File: src/baud_pkg.sv
// Constants shared by the bit-rate generator and the pin-control block.
// Assumes a single 200 MHz core clock and an 8-bit register port.
package baud_pkg;

   // Register port geometry.
   localparam int ADDR_W = 4;
   localparam int DATA_W = 8;

   // Register offsets on the plain register port.
   localparam logic [3:0] DIV_OFS  = 4'h0;
   localparam logic [3:0] MODE_OFS = 4'h1;
   localparam logic [3:0] EXT_OFS  = 4'h2;
   localparam logic [3:0] PIN_OFS  = 4'h3;
   localparam logic [3:0] STAT_OFS = 4'h4;

   // Field positions.
   localparam int MODE_SYNC_BIT = 7;
   localparam int MODE_SEL_HI   = 1;
   localparam int MODE_SEL_LO   = 0;
   localparam int EXT_ASYNC_BASE_CLOCK_SELECT_BIT  = 3;
   localparam int PIN_FN_BIT    = 4;
   localparam int PIN_TXINV_BIT = 1;
   localparam int PIN_RXINV_BIT = 0;
   localparam int STAT_B2B_BIT  = 7;

   // Values after reset.
   localparam logic [7:0] DIV_RST   = 8'hFF;
   localparam logic [7:0] MODE_RST  = 8'h00;
   localparam logic       BIT_RST   = 1'h0;
   localparam logic [7:0] PIN_FIXED = 8'hC0;
   localparam logic [7:0] ZERO_BYTE = 8'h00;

   // Generator input clock selection.
   typedef enum logic [1:0] {
      PRE_SYS   = 2'h0,
      PRE_SUB   = 2'h1,
      PRE_DIV16 = 2'h2,
      PRE_DIV64 = 2'h3
   } prescale_t;

   // Cycle counts of the prescaler and of the per-bit oversampling.
   localparam logic [3:0] PRE16_LAST    = 4'hF;
   localparam logic [5:0] PRE64_LAST    = 6'h3F;
   localparam logic [3:0] OVS_SYNC_LAST = 4'h1;
   localparam logic [3:0] OVS_X16_LAST  = 4'hF;
   localparam logic [3:0] OVS_X8_LAST   = 4'h7;

   // Generator reload: one tick every 2 x (divisor + 1) input clocks.
   function automatic logic [8:0] gen_reload(input logic [7:0] div);
      gen_reload = {div, 1'b1};
   endfunction : gen_reload

endpackage : baud_pkg

File: src/serial_baud_gen_and_port_ctrl.sv
// Bit-rate generator and serial pin control of the serial communication unit.
// Assumes a register master on core_clk, and pins and subclock from outside
// the clock domain; the shift logic sits outside and uses the ticks.
`timescale 1ns/1ps
`default_nettype none

module serial_baud_gen_and_port_ctrl
   import baud_pkg::*;
(
   // Clock and reset.
   input  wire logic              core_clk,
   input  wire logic              nrst,
   // Register port.
   input  wire logic [ADDR_W-1:0] reg_addr,
   input  wire logic [DATA_W-1:0] reg_wdata,
   input  wire logic              reg_wr,
   input  wire logic              reg_rd,
   output logic       [DATA_W-1:0] reg_rdata,
   // Subclock pin.
   input  wire logic              subclk_in,
   // Transmitter, receiver and general port side.
   input  wire logic              tx_serial_data,
   input  wire logic              general_port_out,
   input  wire logic              general_port_oe,
   output logic                   rx_data_to_receiver,
   output logic                   base_clk_tick,
   output logic                   bit_clk_tick,
   output logic                   b2b_inhibit,
   // Shared transmit pin and receive pin.
   output logic                   serial_tx_line_out,
   output logic                   serial_tx_line_oe,
   input  wire logic              serial_rx_line
);

   logic [7:0] bit_rate_divisor_reg;
   logic       sync_mode_reg;
   prescale_t  prescale_reg;
   logic       async_base_clock_select_reg;
   logic       tx_pin_function_select_reg;
   logic       tx_output_invert_reg;
   logic       rx_input_invert_reg;
   logic       sub_s1_reg;
   logic       sub_s2_reg;
   logic       sub_s3_reg;
   logic       rx_s1_reg;
   logic       rx_s2_reg;
   logic [3:0] ovs_cnt_reg;
   logic [3:0] ovs_cnt_next;
   logic       gen_tick;
   logic       bit_tick_next;
   logic [7:0] rdata_next;

   // Write decode and generator restart.
   logic wr_div;
   logic wr_mode;
   logic wr_ext;
   logic wr_pin;
   logic restart;
   logic sub_edge;
   logic [3:0] ovs_last;
   logic [7:0] pin_view;
   logic b2b_next;

   assign wr_div   = reg_wr && (reg_addr == DIV_OFS);
   assign wr_mode  = reg_wr && (reg_addr == MODE_OFS);
   assign wr_ext   = reg_wr && (reg_addr == EXT_OFS);
   assign wr_pin   = reg_wr && (reg_addr == PIN_OFS);
   // Any change of rate setting starts a fresh period instead of finishing a stale one.
   assign restart  = wr_div || wr_mode || wr_ext;
   // Only the second and third flops feed the edge detector.
   assign sub_edge = sub_s2_reg && !sub_s3_reg;

   // Fixed bits are constants in the read view, so writes never reach them.
   assign pin_view = PIN_FIXED | {3'h0, tx_pin_function_select_reg, 2'h0,
                                  tx_output_invert_reg, rx_input_invert_reg};

   // Base ticks per bit: 2 in synchronous mode, else 16 or 8.
   assign ovs_last = sync_mode_reg ? OVS_SYNC_LAST :
                     async_base_clock_select_reg ? OVS_X8_LAST : OVS_X16_LAST;
   assign ovs_cnt_next  = restart ? 4'h0 :
                          !gen_tick ? ovs_cnt_reg :
                          (ovs_cnt_reg == ovs_last) ? 4'h0 : ovs_cnt_reg + 4'h1;
   assign bit_tick_next = gen_tick && !restart && (ovs_cnt_reg == ovs_last);

   // The fastest synchronous setting leaves the transmitter no time to reload.
   assign b2b_next = sync_mode_reg && (prescale_reg == PRE_SYS)
                     && (bit_rate_divisor_reg == 8'h00);

   // Read decode; unmapped addresses read as zero.
   always_comb begin
      if (reg_addr == DIV_OFS) begin
         rdata_next = bit_rate_divisor_reg;
      end else if (reg_addr == MODE_OFS) begin
         rdata_next = {sync_mode_reg, 5'h00, prescale_reg};
      end else if (reg_addr == EXT_OFS) begin
         rdata_next = {4'h0, async_base_clock_select_reg, 3'h0};
      end else if (reg_addr == PIN_OFS) begin
         rdata_next = pin_view;
      end else if (reg_addr == STAT_OFS) begin
         rdata_next = {b2b_inhibit, 3'h0, ovs_cnt_reg};
      end else begin
         rdata_next = ZERO_BYTE;
      end
   end

   // Generator prescaler and divisor counter.
   rate_gen u_rate_gen (
      .core_clk     (core_clk),
      .nrst         (nrst),
      .prescale_sel (prescale_reg),
      .divisor      (bit_rate_divisor_reg),
      .restart      (restart),
      .sub_edge     (sub_edge),
      .gen_tick     (gen_tick)
   );

   // Rate registers.
   always_ff @(posedge core_clk) begin
      if (!nrst) begin
         bit_rate_divisor_reg        <= DIV_RST;
         sync_mode_reg               <= MODE_RST[MODE_SYNC_BIT];
         prescale_reg                <= PRE_SYS;
         async_base_clock_select_reg <= BIT_RST;
      end else begin
         if (wr_div) begin
            bit_rate_divisor_reg <= reg_wdata;
         end
         if (wr_mode) begin
            sync_mode_reg <= reg_wdata[MODE_SYNC_BIT];
            prescale_reg  <= prescale_t'(reg_wdata[MODE_SEL_HI:MODE_SEL_LO]);
         end
         if (wr_ext) begin
            async_base_clock_select_reg <= reg_wdata[EXT_ASYNC_BASE_CLOCK_SELECT_BIT];
         end
      end
   end

   // Pin control register; only the three writable bits are stored.
   always_ff @(posedge core_clk) begin
      if (!nrst) begin
         tx_pin_function_select_reg <= BIT_RST;
         tx_output_invert_reg       <= BIT_RST;
         rx_input_invert_reg        <= BIT_RST;
      end else if (wr_pin) begin
         tx_pin_function_select_reg <= reg_wdata[PIN_FN_BIT];
         tx_output_invert_reg       <= reg_wdata[PIN_TXINV_BIT];
         rx_input_invert_reg        <= reg_wdata[PIN_RXINV_BIT];
      end
   end

   // Two-flop synchronisers for the subclock and receive pins.
   always_ff @(posedge core_clk) begin
      if (!nrst) begin
         sub_s1_reg <= 1'b0;
         sub_s2_reg <= 1'b0;
         sub_s3_reg <= 1'b0;
         rx_s1_reg  <= 1'b1;
         rx_s2_reg  <= 1'b1;
      end else begin
         sub_s1_reg <= subclk_in;
         sub_s2_reg <= sub_s1_reg;
         sub_s3_reg <= sub_s2_reg;
         rx_s1_reg  <= serial_rx_line;
         rx_s2_reg  <= rx_s1_reg;
      end
   end

   // Ticks, read data and the inhibit flag.
   always_ff @(posedge core_clk) begin
      if (!nrst) begin
         ovs_cnt_reg   <= 4'h0;
         base_clk_tick <= 1'b0;
         bit_clk_tick  <= 1'b0;
         b2b_inhibit   <= 1'b0;
         reg_rdata     <= ZERO_BYTE;
      end else begin
         ovs_cnt_reg   <= ovs_cnt_next;
         base_clk_tick <= gen_tick && !restart;
         bit_clk_tick  <= bit_tick_next;
         b2b_inhibit   <= b2b_next;
         reg_rdata     <= reg_rd ? rdata_next : ZERO_BYTE;
      end
   end

   // Pin drive; inversion follows the register at once, so a write mid-frame can glitch.
   always_ff @(posedge core_clk) begin
      if (!nrst) begin
         serial_tx_line_out  <= 1'b0;
         serial_tx_line_oe   <= 1'b0;
         rx_data_to_receiver <= 1'b1;
      end else begin
         serial_tx_line_out  <= tx_pin_function_select_reg ?
                                (tx_serial_data ^ tx_output_invert_reg) :
                                general_port_out;
         serial_tx_line_oe   <= tx_pin_function_select_reg || general_port_oe;
         rx_data_to_receiver <= rx_s2_reg ^ rx_input_invert_reg;
      end
   end

   // Helper counters for the checks: core cycles between base ticks, base ticks per bit.
   logic [15:0] gap_cnt_reg;
   logic        gap_valid_reg;
   logic [3:0]  bcnt_reg;
   logic        bit_valid_reg;

   always_ff @(posedge core_clk) begin
      if (!nrst || restart) begin
         gap_cnt_reg   <= 16'h0000;
         gap_valid_reg <= 1'b0;
         bcnt_reg      <= 4'h0;
         bit_valid_reg <= 1'b0;
      end else begin
         gap_cnt_reg   <= base_clk_tick ? 16'h0000 : gap_cnt_reg + 16'h0001;
         gap_valid_reg <= gap_valid_reg || base_clk_tick;
         bcnt_reg      <= bit_clk_tick ? 4'h0 : bcnt_reg + {3'h0, base_clk_tick};
         bit_valid_reg <= bit_valid_reg || bit_clk_tick;
      end
   end
endmodule : serial_baud_gen_and_port_ctrl

`default_nettype wire

File: src/rate_gen.sv
// Prescaler and reloading divisor counter of the bit-rate generator.
// Assumes restart and sub_edge are one-cycle pulses on core_clk.
`timescale 1ns/1ps
`default_nettype none

module rate_gen
   import baud_pkg::*;
(
   // Clock and reset.
   input  wire logic       core_clk,
   input  wire logic       nrst,
   // Control from the register file.
   input  wire prescale_t  prescale_sel,
   input  wire logic [7:0] divisor,
   input  wire logic       restart,
   input  wire logic       sub_edge,
   // One-cycle tick at the base clock rate.
   output logic            gen_tick
);

   logic [5:0] pre_cnt_reg;
   logic [5:0] pre_cnt_next;
   logic [8:0] div_cnt_reg;
   logic [8:0] div_cnt_next;
   logic       pre_en;
   logic       expire;
   logic       tick_next;

   // Input clock enable per prescale code; the subclock is only as fast as its edges.
   assign pre_en = (prescale_sel == PRE_SYS)   ? 1'b1 :
                   (prescale_sel == PRE_SUB)   ? sub_edge :
                   (prescale_sel == PRE_DIV16) ? (pre_cnt_reg[3:0] == PRE16_LAST) :
                                                 (pre_cnt_reg == PRE64_LAST);
   assign expire       = pre_en && (div_cnt_reg == 9'h000);
   assign pre_cnt_next = restart ? 6'h00 : pre_cnt_reg + 6'h01;
   // Twice the divisor plus one (gen_reload) used as the count, reloaded on every expiry.
   assign div_cnt_next = (restart || expire) ? gen_reload(divisor) :
                         pre_en ? div_cnt_reg - 9'h001 : div_cnt_reg;
   assign tick_next    = expire && !restart;

   // A restart realigns the prescaler too, so the first period is whole.
   always_ff @(posedge core_clk) begin
      if (!nrst) begin
         pre_cnt_reg <= 6'h00;
         div_cnt_reg <= 9'h1FF;
         gen_tick    <= 1'b0;
      end else begin
         pre_cnt_reg <= pre_cnt_next;
         div_cnt_reg <= div_cnt_next;
         gen_tick    <= tick_next;
      end
   end

endmodule : rate_gen

`default_nettype wire

File: config.mk
export PLATFORM = sky130hd
export DESIGN_NAME = serial_baud_gen_and_port_ctrl
export DESIGN_NICKNAME = d
export VERILOG_FILES = /design/src/baud_pkg.sv /design/src/serial_baud_gen_and_port_ctrl.sv /design/src/rate_gen.sv
export SDC_FILE = /design/constraint.sdc
export NUM_CORES = 1
export LEC_CHECK = 0
export BUFFER_PORTS_ARGS = -buffer_cell sky130_fd_sc_hd__buf_4
export CORE_MARGIN = 3
export CORE_UTILIZATION = 45
export CTS_CLUSTER_SIZE = 14
export DETAILED_ROUTE_END_ITERATION = 10
export PLACE_DENSITY = 0.69
export SLEW_MARGIN = 20
export SYNTH_ARGS = -nofsm -noshare
export SYNTH_HDL_FRONTEND = slang
export SYNTH_SLANG_ARGS = --single-unit
File: constraint.sdc
create_clock -name core_clk -period 3.2 [get_ports core_clk]
set_input_delay 0 -clock core_clk [delete_from_list [all_inputs] [get_ports core_clk]]
set_output_delay 0 -clock core_clk [all_outputs]
set_load 0.05 [all_outputs]
==> impl_metrics.toml, run 1 <==
[critical_path]
crit_fanout = 6
reg2reg_depth = 7
r2r_end = "u_rate_gen.div_cnt_reg[3]"
arrival_ns = 2.41
max_stage_delay_ns = 0.54
cp-startpoint = "u_rate_gen.div_cnt_reg[0]"
crit_chain = "inv_1 -> ha_1 -> or4b_4 -> or4_4 -> o21a_4 -> nor3b_2 -> a31oi_1"
critPathLaunchType = "flop"
worst-setup-path-type = "flop to flop"
cp_data_required_time_ns = 3.37
cp_slowest_cell = "or4_4"
end_kind = "flop"
crit_path_end = "u_rate_gen.div_cnt_reg[3]"
reg2reg_from = "u_rate_gen.div_cnt_reg[0]"
r2r_setup_slack_ns = 0.96

[grt]
antenna_found_initial = 0
grt_overflow_total = 0
grt.total_usage = 0.182
grt_pass1_wl_um = 8780
first_global_vias = 1875
grt_max_degree = 40

[logic_synthesis]
synth_flop_cell = "dfxtp_1"
synth_xor_area_frac = 0.0498
synthSimpleGateAreaFrac = 0.276
synth_nets = 283
ys_seq_area_frac = 0.473
synth_cells = 259
yosysUniqueCellTypes = 48
syn_area_per_cell_um2 = 8.82
ys_seq_elements = 54
async_flop_share = 0
synth_top_family_by_area = "simple AND/OR/NAND/NOR gates"
synth_edf_count = 0
yosys_warnings = 0
synthesis.area_mm2 = 0.00228
synth-compound-area-share = 0.134
synthAdderAreaFrac = 0.0164
muxShareOfSynthArea = 0.0225

[floorplanning]
dieHeight_um = 77.3
core.rowCount = 25
initial_utilization = 0.474
coreArea_mm2 = 0.00482
die_w_um = 77.3
ios = 35
dieArea_mm2 = 0.00597

[power_and_ir_drop]
max-vdd-ir-drop_uv = 288
p_per_area_mw_per_mm2 = 448
leakage_nw = 1.15

[clocking]
insertion_delay_ns = 0.30
cts-root-buf = "clkbuf_8"
post-cts-setup-buffer-count = 0
cts_tree = "built"
clock-sinks = 54
cts.repair.resized = 0
hold_buffers = 16
cts_buffers = 5
clkTransAtPathRegs_ns = 0.10
clock_path_buffers = 2
cts-htree-levels = 2

[sta]
setup_viol = 0
finalHoldViolCount = 0
fmax_ghz = 0.446
fin_ws_ns = 0.959
layout_worst_path_cycle_share = 0.700
finalSetupTns_ns = 0
relSlewSlack = 0.636
grt_setup_unrepaired = "no"
skew_ns = 0.00611
min_period_ns = 2.24
hold-worst-slack_ns = 0.0452
worstMarginPinSlew_ns = 0.546
maxSlewViolCount = 0

[route]
drtAntennaViolNets = 0
avgViaCountPerCell = 5.25
vias = 1963
drt_iter0_markers = 118
routedWlPerCell_um = 13.8
wl_um = 5150
drt-pass1-iter-count = 4
drc = 0

[placed_design]
dp_hpwl_um = 3620
dpl_cell_area_mm2 = 0.00258
dp_slack_ns = 0.972
portBuffers = 34
place_inst = 350
place_congestion = 0.819

[min_path]
min-delay-path-class = "input port to flop"

[layout]
final_cells = 374
layout.nets = 330
layout-drive-gt1-share = 0.163
n_antenna_cell = 0
largest_reg_flops = 9
final_area_mm2 = 0.00285
mostFrequentLayoutCells = "dfxtp_1, nand2_1, buf_4"
layout_commonest_cell = "dfxtp_1"
syn_to_final_growth_pct = 24.7

[run]
cap_violations = 0

[outcome]
status = "finished clean"
-- final cells by class --
type	instances	area, um2
fill	446	1970
multi-input combinational	190	1140
sequential	54	1080
timing repair buffer	50	415
tap	67	83.8
clock buffer	6	72.6
clock inverter	2	37.5
inverter	5	18.8
-- critical path, delay by kind of cell (launching register included) --
kind / cells / cell delay, ns
AND/OR/NAND/NOR: 3 / 1.18
buffers and inverters: 1 / 0.10
flip-flops: 1 / 0.32
AO/OA/AOI/OAI: 2 / 0.29
adder cells (fa/ha/maj): 1 / 0.22
-- per-layer routing --
layer | GRT usage | wire (um)
met4 | 0.0480 | 51
met3 | 0.0282 | 240
met2 | 0.296 | 2430
met1 | 0.251 | 2430
met5 | 0 | 0
-- Yosys cell counts (all sizes together), types with 2 or more instances --
cell type  instances  share of area
xor2               4          0.015
mux2i              4          0.018
or4                3          0.011
nand2             34          0.056
xnor2              9          0.035
and3               6          0.016
a2111oi            2         0.0077
a21oi              7          0.015
o21ai             13          0.033
nand4              4          0.011
dfxtp             54           0.47
a21boi             4          0.013
a211oi             2         0.0066
nand3             19          0.042
nor2b              3         0.0082
a2bb2oi            2         0.0077
inv                5         0.0082
nand2b             4          0.011
nor4b              2         0.0077
nor4               4          0.011
nor2              31          0.051
o21a               3          0.013
ha                 3          0.016
nor3               5          0.011
nand4b             2         0.0077
and2               4          0.011
clkbuf             9          0.015
-- worst min-delay path by stage --
stage / from / end / slack, ns / depth (start not counted)
after floorplan: reg_addr[3] / reg_rdata[4] / 0.09 / 1
after global placement: serial_rx_line / rx_s1_reg / 0.18 / 2
after detailed placement: serial_rx_line / rx_s1_reg / 0.19 / 2
after CTS: nrst / rx_data_to_receiver / 0.05 / 2
after global routing: nrst / rx_data_to_receiver / 0.05 / 2
final: tx_serial_data / serial_tx_line_out / 0.05 / 4
-- report_power, final --
group | switching [mW] | leakage [nW] | internal (mW)
combinational | 0.0662 | 0.663 | 0.0607
clock | 0.213 | 0.0514 | 0.234
sequential | 0.0131 | 0.439 | 0.690
total | 0.293 | 1.15 | 0.984
-- metrics by stage --
stage | util | power, mW
after floorplan | - | 0.787
after global placement | 0.535 | 0.827
after detailed placement | 0.535 | 0.830
after CTS | 0.591 | 1.29
after global routing | 0.591 | 1.34
final | 0.591 | 1.28
-- cell families (layout without fill, tap and decap cells) --
kind of cell / count (synthesis) / count (layout)
AND/OR/NAND/NOR: 126 / 126
AO/OA/AOI/OAI: 43 / 43
adder cells (fa/ha/maj): 3 / 3
XOR/XNOR: 13 / 13
multiplexers: 5 / 5
flip-flops: 54 / 54
buffers and inverters: 15 / 63
Power figures use the tool's default switching activity.
==> inputs of run 2 (changes only) <==
==> constraint.sdc (replaced) <==
create_clock -name core_clk -period 2.1 [get_ports core_clk]
set_input_delay 0 -clock core_clk [delete_from_list [all_inputs] [get_ports core_clk]]
set_output_delay 0 -clock core_clk [all_outputs]
set_load 0.05 [all_outputs]
==> run 2 against run 1 <==
  * Clock power increased by 22%
  * Final area rose by 1.1%
  * Routed wire length grew 1.4%
  * Total power increased by 43%
  * Cell count grew 1.3%
  * Via count is 2.2% higher
  * Combinational power grew 63%
  * Flip-flop and latch count stayed put
  * Die area stayed put
  * Largest power group unchanged
==> impl_metrics.toml, run 2 (synthesis gave the netlist of run 1 again) <==
[grt]
first_global_vias = 1895
grt_pass1_wl_um = 8940
antenna_found_initial = 0
grt_max_degree = 26
grt.total_usage = 0.185
grt_overflow_total = 0

[placed_design]
dp_hpwl_um = 3720
portBuffers = 34
place_congestion = 0.819
place_inst = 355
dp_slack_ns = 0.0154

[sta]
relSlewSlack = 0.696
finalHoldViolCount = 0
min_period_ns = 2.08
skew_ns = 0.00437
fmax_ghz = 0.482
worstMarginPinSlew_ns = 0.454
fin_ws_ns = 0.0239
grt_setup_unrepaired = "yes"
maxSlewViolCount = 0
setup_viol = 0
layout_worst_path_cycle_share = 0.989

[run]
cap_violations = 0

[floorplanning]
initial_utilization = 0.474
ios = 35
dieHeight_um = 77.3
coreArea_mm2 = 0.00482
die_w_um = 77.3
dieArea_mm2 = 0.00597
core.rowCount = 25

[clocking]
clock-sinks = 54
cts_tree = "built"
cts-root-buf = "clkbuf_8"
clock_path_buffers = 2
cts_buffers = 5
insertion_delay_ns = 0.30
clkTransAtPathRegs_ns = 0.09
cts-htree-levels = 2

[route]
vias = 2007
drtAntennaViolNets = 0
routedWlPerCell_um = 13.8
avgViaCountPerCell = 5.30
drt-pass1-iter-count = 4
drt_iter0_markers = 180
wl_um = 5230
drc = 0

[critical_path]
max_stage_delay_ns = 0.47
critPathLaunchType = "flop"
cp_data_required_time_ns = 2.28
arrival_ns = 2.26
crit_fanout = 6
crit_chain = "inv_2 -> ha_4 -> or4b_4 -> or4_4 -> o21a_4 -> nor3b_2 -> a31oi_1"
worst-setup-path-type = "flop to flop"
end_kind = "flop"
cp_slowest_cell = "or4b_4"

[layout]
layout_commonest_cell = "dfxtp_1"
syn_to_final_growth_pct = 26.0
layout.nets = 336
mostFrequentLayoutCells = "dfxtp_1, buf_4, nand2_1"
final_cells = 379
largest_reg_flops = 9
n_antenna_cell = 0
layout-drive-gt1-share = 0.189

[power_and_ir_drop]
max-vdd-ir-drop_uv = 376
p_per_area_mw_per_mm2 = 634
leakage_nw = 1.17

[min_path]
min-delay-path-class = "input port to flop"

[outcome]
status = "finished clean"
run 2: cell types whose count changed in the layout (fill, tap and decap cells not counted), moves of 2 or more:
cell | previous run | this run
buf_4 | 34 | 39
clkinv_2 | 0 | 2
inv_1 | 5 | 3
inv_2 | 0 | 2
run 2: metal layers:
layer	up-vias	part of all wire	track usage
li1	1017	-	-
met1	947	0.47	0.254
met2	37	0.48	0.299
met3	6	0.038	0.0293
met4	0	0.0098	0.0534
met5	-	0	0
run 2: area by class of cell:
| class | count | area (um2) |
|---|---|---|
| clock inverter | 2 | 10.0 |
| tap | 67 | 83.8 |
| clock buffer | 5 | 68.8 |
| inverter | 5 | 18.8 |
| fill | 440 | 1940 |
| multi-input combinational | 190 | 1150 |
| sequential | 54 | 1080 |
| timing repair buffer | 56 | 463 |
run 2: worst max-delay path: cells and delay by family (launching register included):
| kind | cells | cell delay (ns) |
|---|---|---|
| buffers and inverters | 1 | 0.07 |
| AOI/OAI and AO/OA | 2 | 0.31 |
| and+or+nand+nor | 3 | 1.11 |
| adders and majority gates | 1 | 0.12 |
| DFF | 1 | 0.34 |
run 2: path summary, 6_finish.rpt:
| path | to | cells past startpoint | slack, ns | from |
|---|---|---|---|---|
| worst min-delay path | serial_tx_line_out | 4 | 0.04 | tx_serial_data |
| worst min register to register | sub_s2_reg | 1 | 0.44 | sub_s1_reg |
| worst max-delay path | u_rate_gen.div_cnt_reg[3] | 7 | 0.02 | u_rate_gen.div_cnt_reg[1] |
| worst max register to register | u_rate_gen.div_cnt_reg[3] | 7 | 0.02 | u_rate_gen.div_cnt_reg[1] |
run 2: repair_timing:
action	in CTS	in global routing
setup endpoints to repair	1	8
gates resized for setup	1	3
hold buffers	17	0
cloned	0	0
endpoints found under the hold margin	23	0
setup buffers	0	0
pin swaps	0	2
run 2: stage by stage:
stage / instance area, um2 / hold WS, ns / TNS, ns / total power, mW / util
after floorplan: 2290 / 0.0897 / 0 / 1.20 / -
after CTS: 2870 / 0.0423 / 0 / 1.83 / 0.596
after global routing: 2880 / 0.0653 / -0.0828 / 1.91 / 0.598
final: 2880 / 0.0432 / 0 / 1.82 / 0.598
after global placement: 2620 / 0.183 / 0 / 1.27 / 0.544
after detailed placement: 2620 / 0.205 / 0 / 1.27 / 0.544
run 2: where the power goes:
part	switching [mW]	internal, mW	total [mW]
registers	0.0207	1.05	1.07
clock network	0.321	0.225	0.545
logic	0.105	0.102	0.207
total	0.447	1.38	1.82
==> inputs of run 3 (changes only) <==
--- a/config.mk
+++ b/config.mk
@@ -11,6 +11,7 @@
 export CTS_CLUSTER_SIZE = 14
 export DETAILED_ROUTE_END_ITERATION = 10
 export PLACE_DENSITY = 0.69
+export RECOVER_POWER = 25
 export SLEW_MARGIN = 20
 export SYNTH_ARGS = -nofsm -noshare
 export SYNTH_HDL_FRONTEND = slang
==> run 3 against run 2 <==
  * Critical path depth is the same
  * Worst setup slack barely moved
  * Routed wire length hardly changed
  * Largest cell class unchanged
  * Final area decreased by 1.6%
  * Highest routed layer unchanged
  * Largest power group unchanged
  * Core utilization decreased by 0.94 points
  * Clock skew about the same
==> impl_metrics.toml, run 3 (synthesis gave the netlist of run 1 again) <==
[outcome]
status = "finished clean"

[layout]
n_antenna_cell = 0
fillers = 454
layout-drive-gt1-share = 0.151
final_cells = 379
mostFrequentLayoutCells = "dfxtp_1, nand2_1, nor2_1"
final_area_mm2 = 0.00283
layout_commonest_cell = "dfxtp_1"
largest_reg_flops = 9
layout.nets = 336
syn_to_final_growth_pct = 24.0

[route]
drt_iter0_markers = 189
vias = 2008
avgViaCountPerCell = 5.30
drtAntennaViolNets = 0
wl_um = 5230
drt-pass1-iter-count = 4
drc = 0
routedWlPerCell_um = 13.8

[sta]
grt_setup_unrepaired = "yes"
setup_viol = 0
skew_ns = 0.00444
hold-worst-slack_ns = 0.0434
relSlewSlack = 0.585
worstMarginPinSlew_ns = 0.626
maxSlewViolCount = 0
fmax_ghz = 0.482
min_period_ns = 2.08
finalHoldViolCount = 0
layout_worst_path_cycle_share = 0.989
finalSetupTns_ns = 0

[critical_path]
arrival_ns = 2.26
worst-setup-path-type = "flop to flop"
critical_path.top_delay_family = "simple AND/OR/NAND/NOR gates"
max_stage_delay_ns = 0.47
reg2reg_from = "u_rate_gen.div_cnt_reg[1]"
end_kind = "flop"
critPathLaunchType = "flop"
cp_data_required_time_ns = 2.28
crit_buf_inv = 1
cp_slowest_cell = "or4b_4"
crit_chain = "inv_2 -> ha_4 -> or4b_4 -> or4_4 -> o21a_4 -> nor3b_2 -> a31oi_1"
r2r_end = "u_rate_gen.div_cnt_reg[3]"
crit_fanout = 6
r2r_setup_slack_ns = 0.02
reg2reg_depth = 7

[min_path]
min_to = "serial_tx_line_out"
min-delay-path-class = "input port to flop"
hp-start = "tx_serial_data"
holdPathStages = 4

[floorplanning]
ios = 35
initial_utilization = 0.474
core.rowCount = 25
coreArea_mm2 = 0.00482
die_w_um = 77.3
dieHeight_um = 77.3
dieArea_mm2 = 0.00597

[clocking]
insertion_delay_ns = 0.30
clkTransAtPathRegs_ns = 0.09
cts-htree-levels = 2
cts_tree = "built"
clock-sinks = 54
cts_buffers = 5
cts-root-buf = "clkbuf_8"
clock_path_buffers = 2

[grt]
antenna_found_initial = 0
grt_pass1_wl_um = 8940
grt.total_usage = 0.185
grt_max_degree = 26
grt_overflow_total = 0
first_global_vias = 1895

[placed_design]
place_congestion = 0.819
dp_hpwl_um = 3720
place_inst = 355
portBuffers = 34
dpl_cell_area_mm2 = 0.00262

[run]
cap_violations = 0

[power_and_ir_drop]
max-vdd-ir-drop_uv = 375
leakage_nw = 1.12
p_total_mw = 1.82
p_per_area_mw_per_mm2 = 642
## run 3: cell type report
| type | count | area (um2) | share of cell area |
|---|---|---|---|
| inverter | 5 | 18.8 | 0.00662 |
| tap | 67 | 83.8 | 0.0296 |
| sequential | 54 | 1080 | 0.382 |
| clock inverter | 2 | 10.0 | 0.00353 |
| timing repair buffer | 56 | 418 | 0.147 |
| clock buffer | 5 | 68.8 | 0.0243 |
| multi-input combinational | 190 | 1150 | 0.407 |
## run 3: worst register-to-register path: stages (launching register included)
cell,delay (ns)
dfxtp_2,0.34
inv_2,0.07
ha_4,0.12
or4b_4,0.47
or4_4,0.47
o21a_4,0.26
nor3b_2,0.17
a31oi_1,0.05
## run 3: where the power goes
group | total (mW) | internal (mW) | switching, mW | leakage (nW)
clock network | 0.545 | 0.225 | 0.320 | 0.0438
registers | 1.07 | 1.05 | 0.0206 | 0.439
logic | 0.203 | 0.0978 | 0.105 | 0.640
## run 3: metrics by stage
stage / setup WS [ns] / utilization
after CTS: 0.00113 / 0.596
after global routing: -0.0536 / 0.588
after global placement: 0.0645 / 0.544
final: 0.0240 / 0.588
after detailed placement: 0.0154 / 0.544
after floorplan: 0.0424 / -
## run 3: repair_timing
| action | 4_1_cts | 5_1_grt |
|---|---|---|
| gates cloned | 0 | 0 |
| pin swaps | 0 | 2 |
| hold endpoints to repair | 23 | 0 |
| endpoints found under the setup margin | 1 | 8 |
| hold buffers | 17 | 0 |
| buffers inserted | 0 | 0 |
| resized for setup | 1 | 3 |
## run 3: worst max path at each step
stage                              startpoint  slack, ns  cells past startpoint                         to
floorplan           u_rate_gen.div_cnt_reg[0]       0.04                      7  u_rate_gen.div_cnt_reg[3]
CTS                 u_rate_gen.div_cnt_reg[1]      0.001                      7  u_rate_gen.div_cnt_reg[3]
detailed placement  u_rate_gen.div_cnt_reg[1]       0.02                      7  u_rate_gen.div_cnt_reg[3]
finish              u_rate_gen.div_cnt_reg[1]       0.02                      7  u_rate_gen.div_cnt_reg[3]
global route        u_rate_gen.div_cnt_reg[1]      -0.05                      7  u_rate_gen.div_cnt_reg[3]
global placement    u_rate_gen.div_cnt_reg[1]       0.06                      7  u_rate_gen.div_cnt_reg[3]
## run 3: layer usage
layer / vias to the layer above / global-route usage / part of all wire
met4: 0 / 0.0534 / 0.0097
met1: 948 / 0.254 / 0.47
met5: - / 0 / 0
li1: 1017 / - / -
met2: 37 / 0.299 / 0.48
met3: 6 / 0.0293 / 0.037
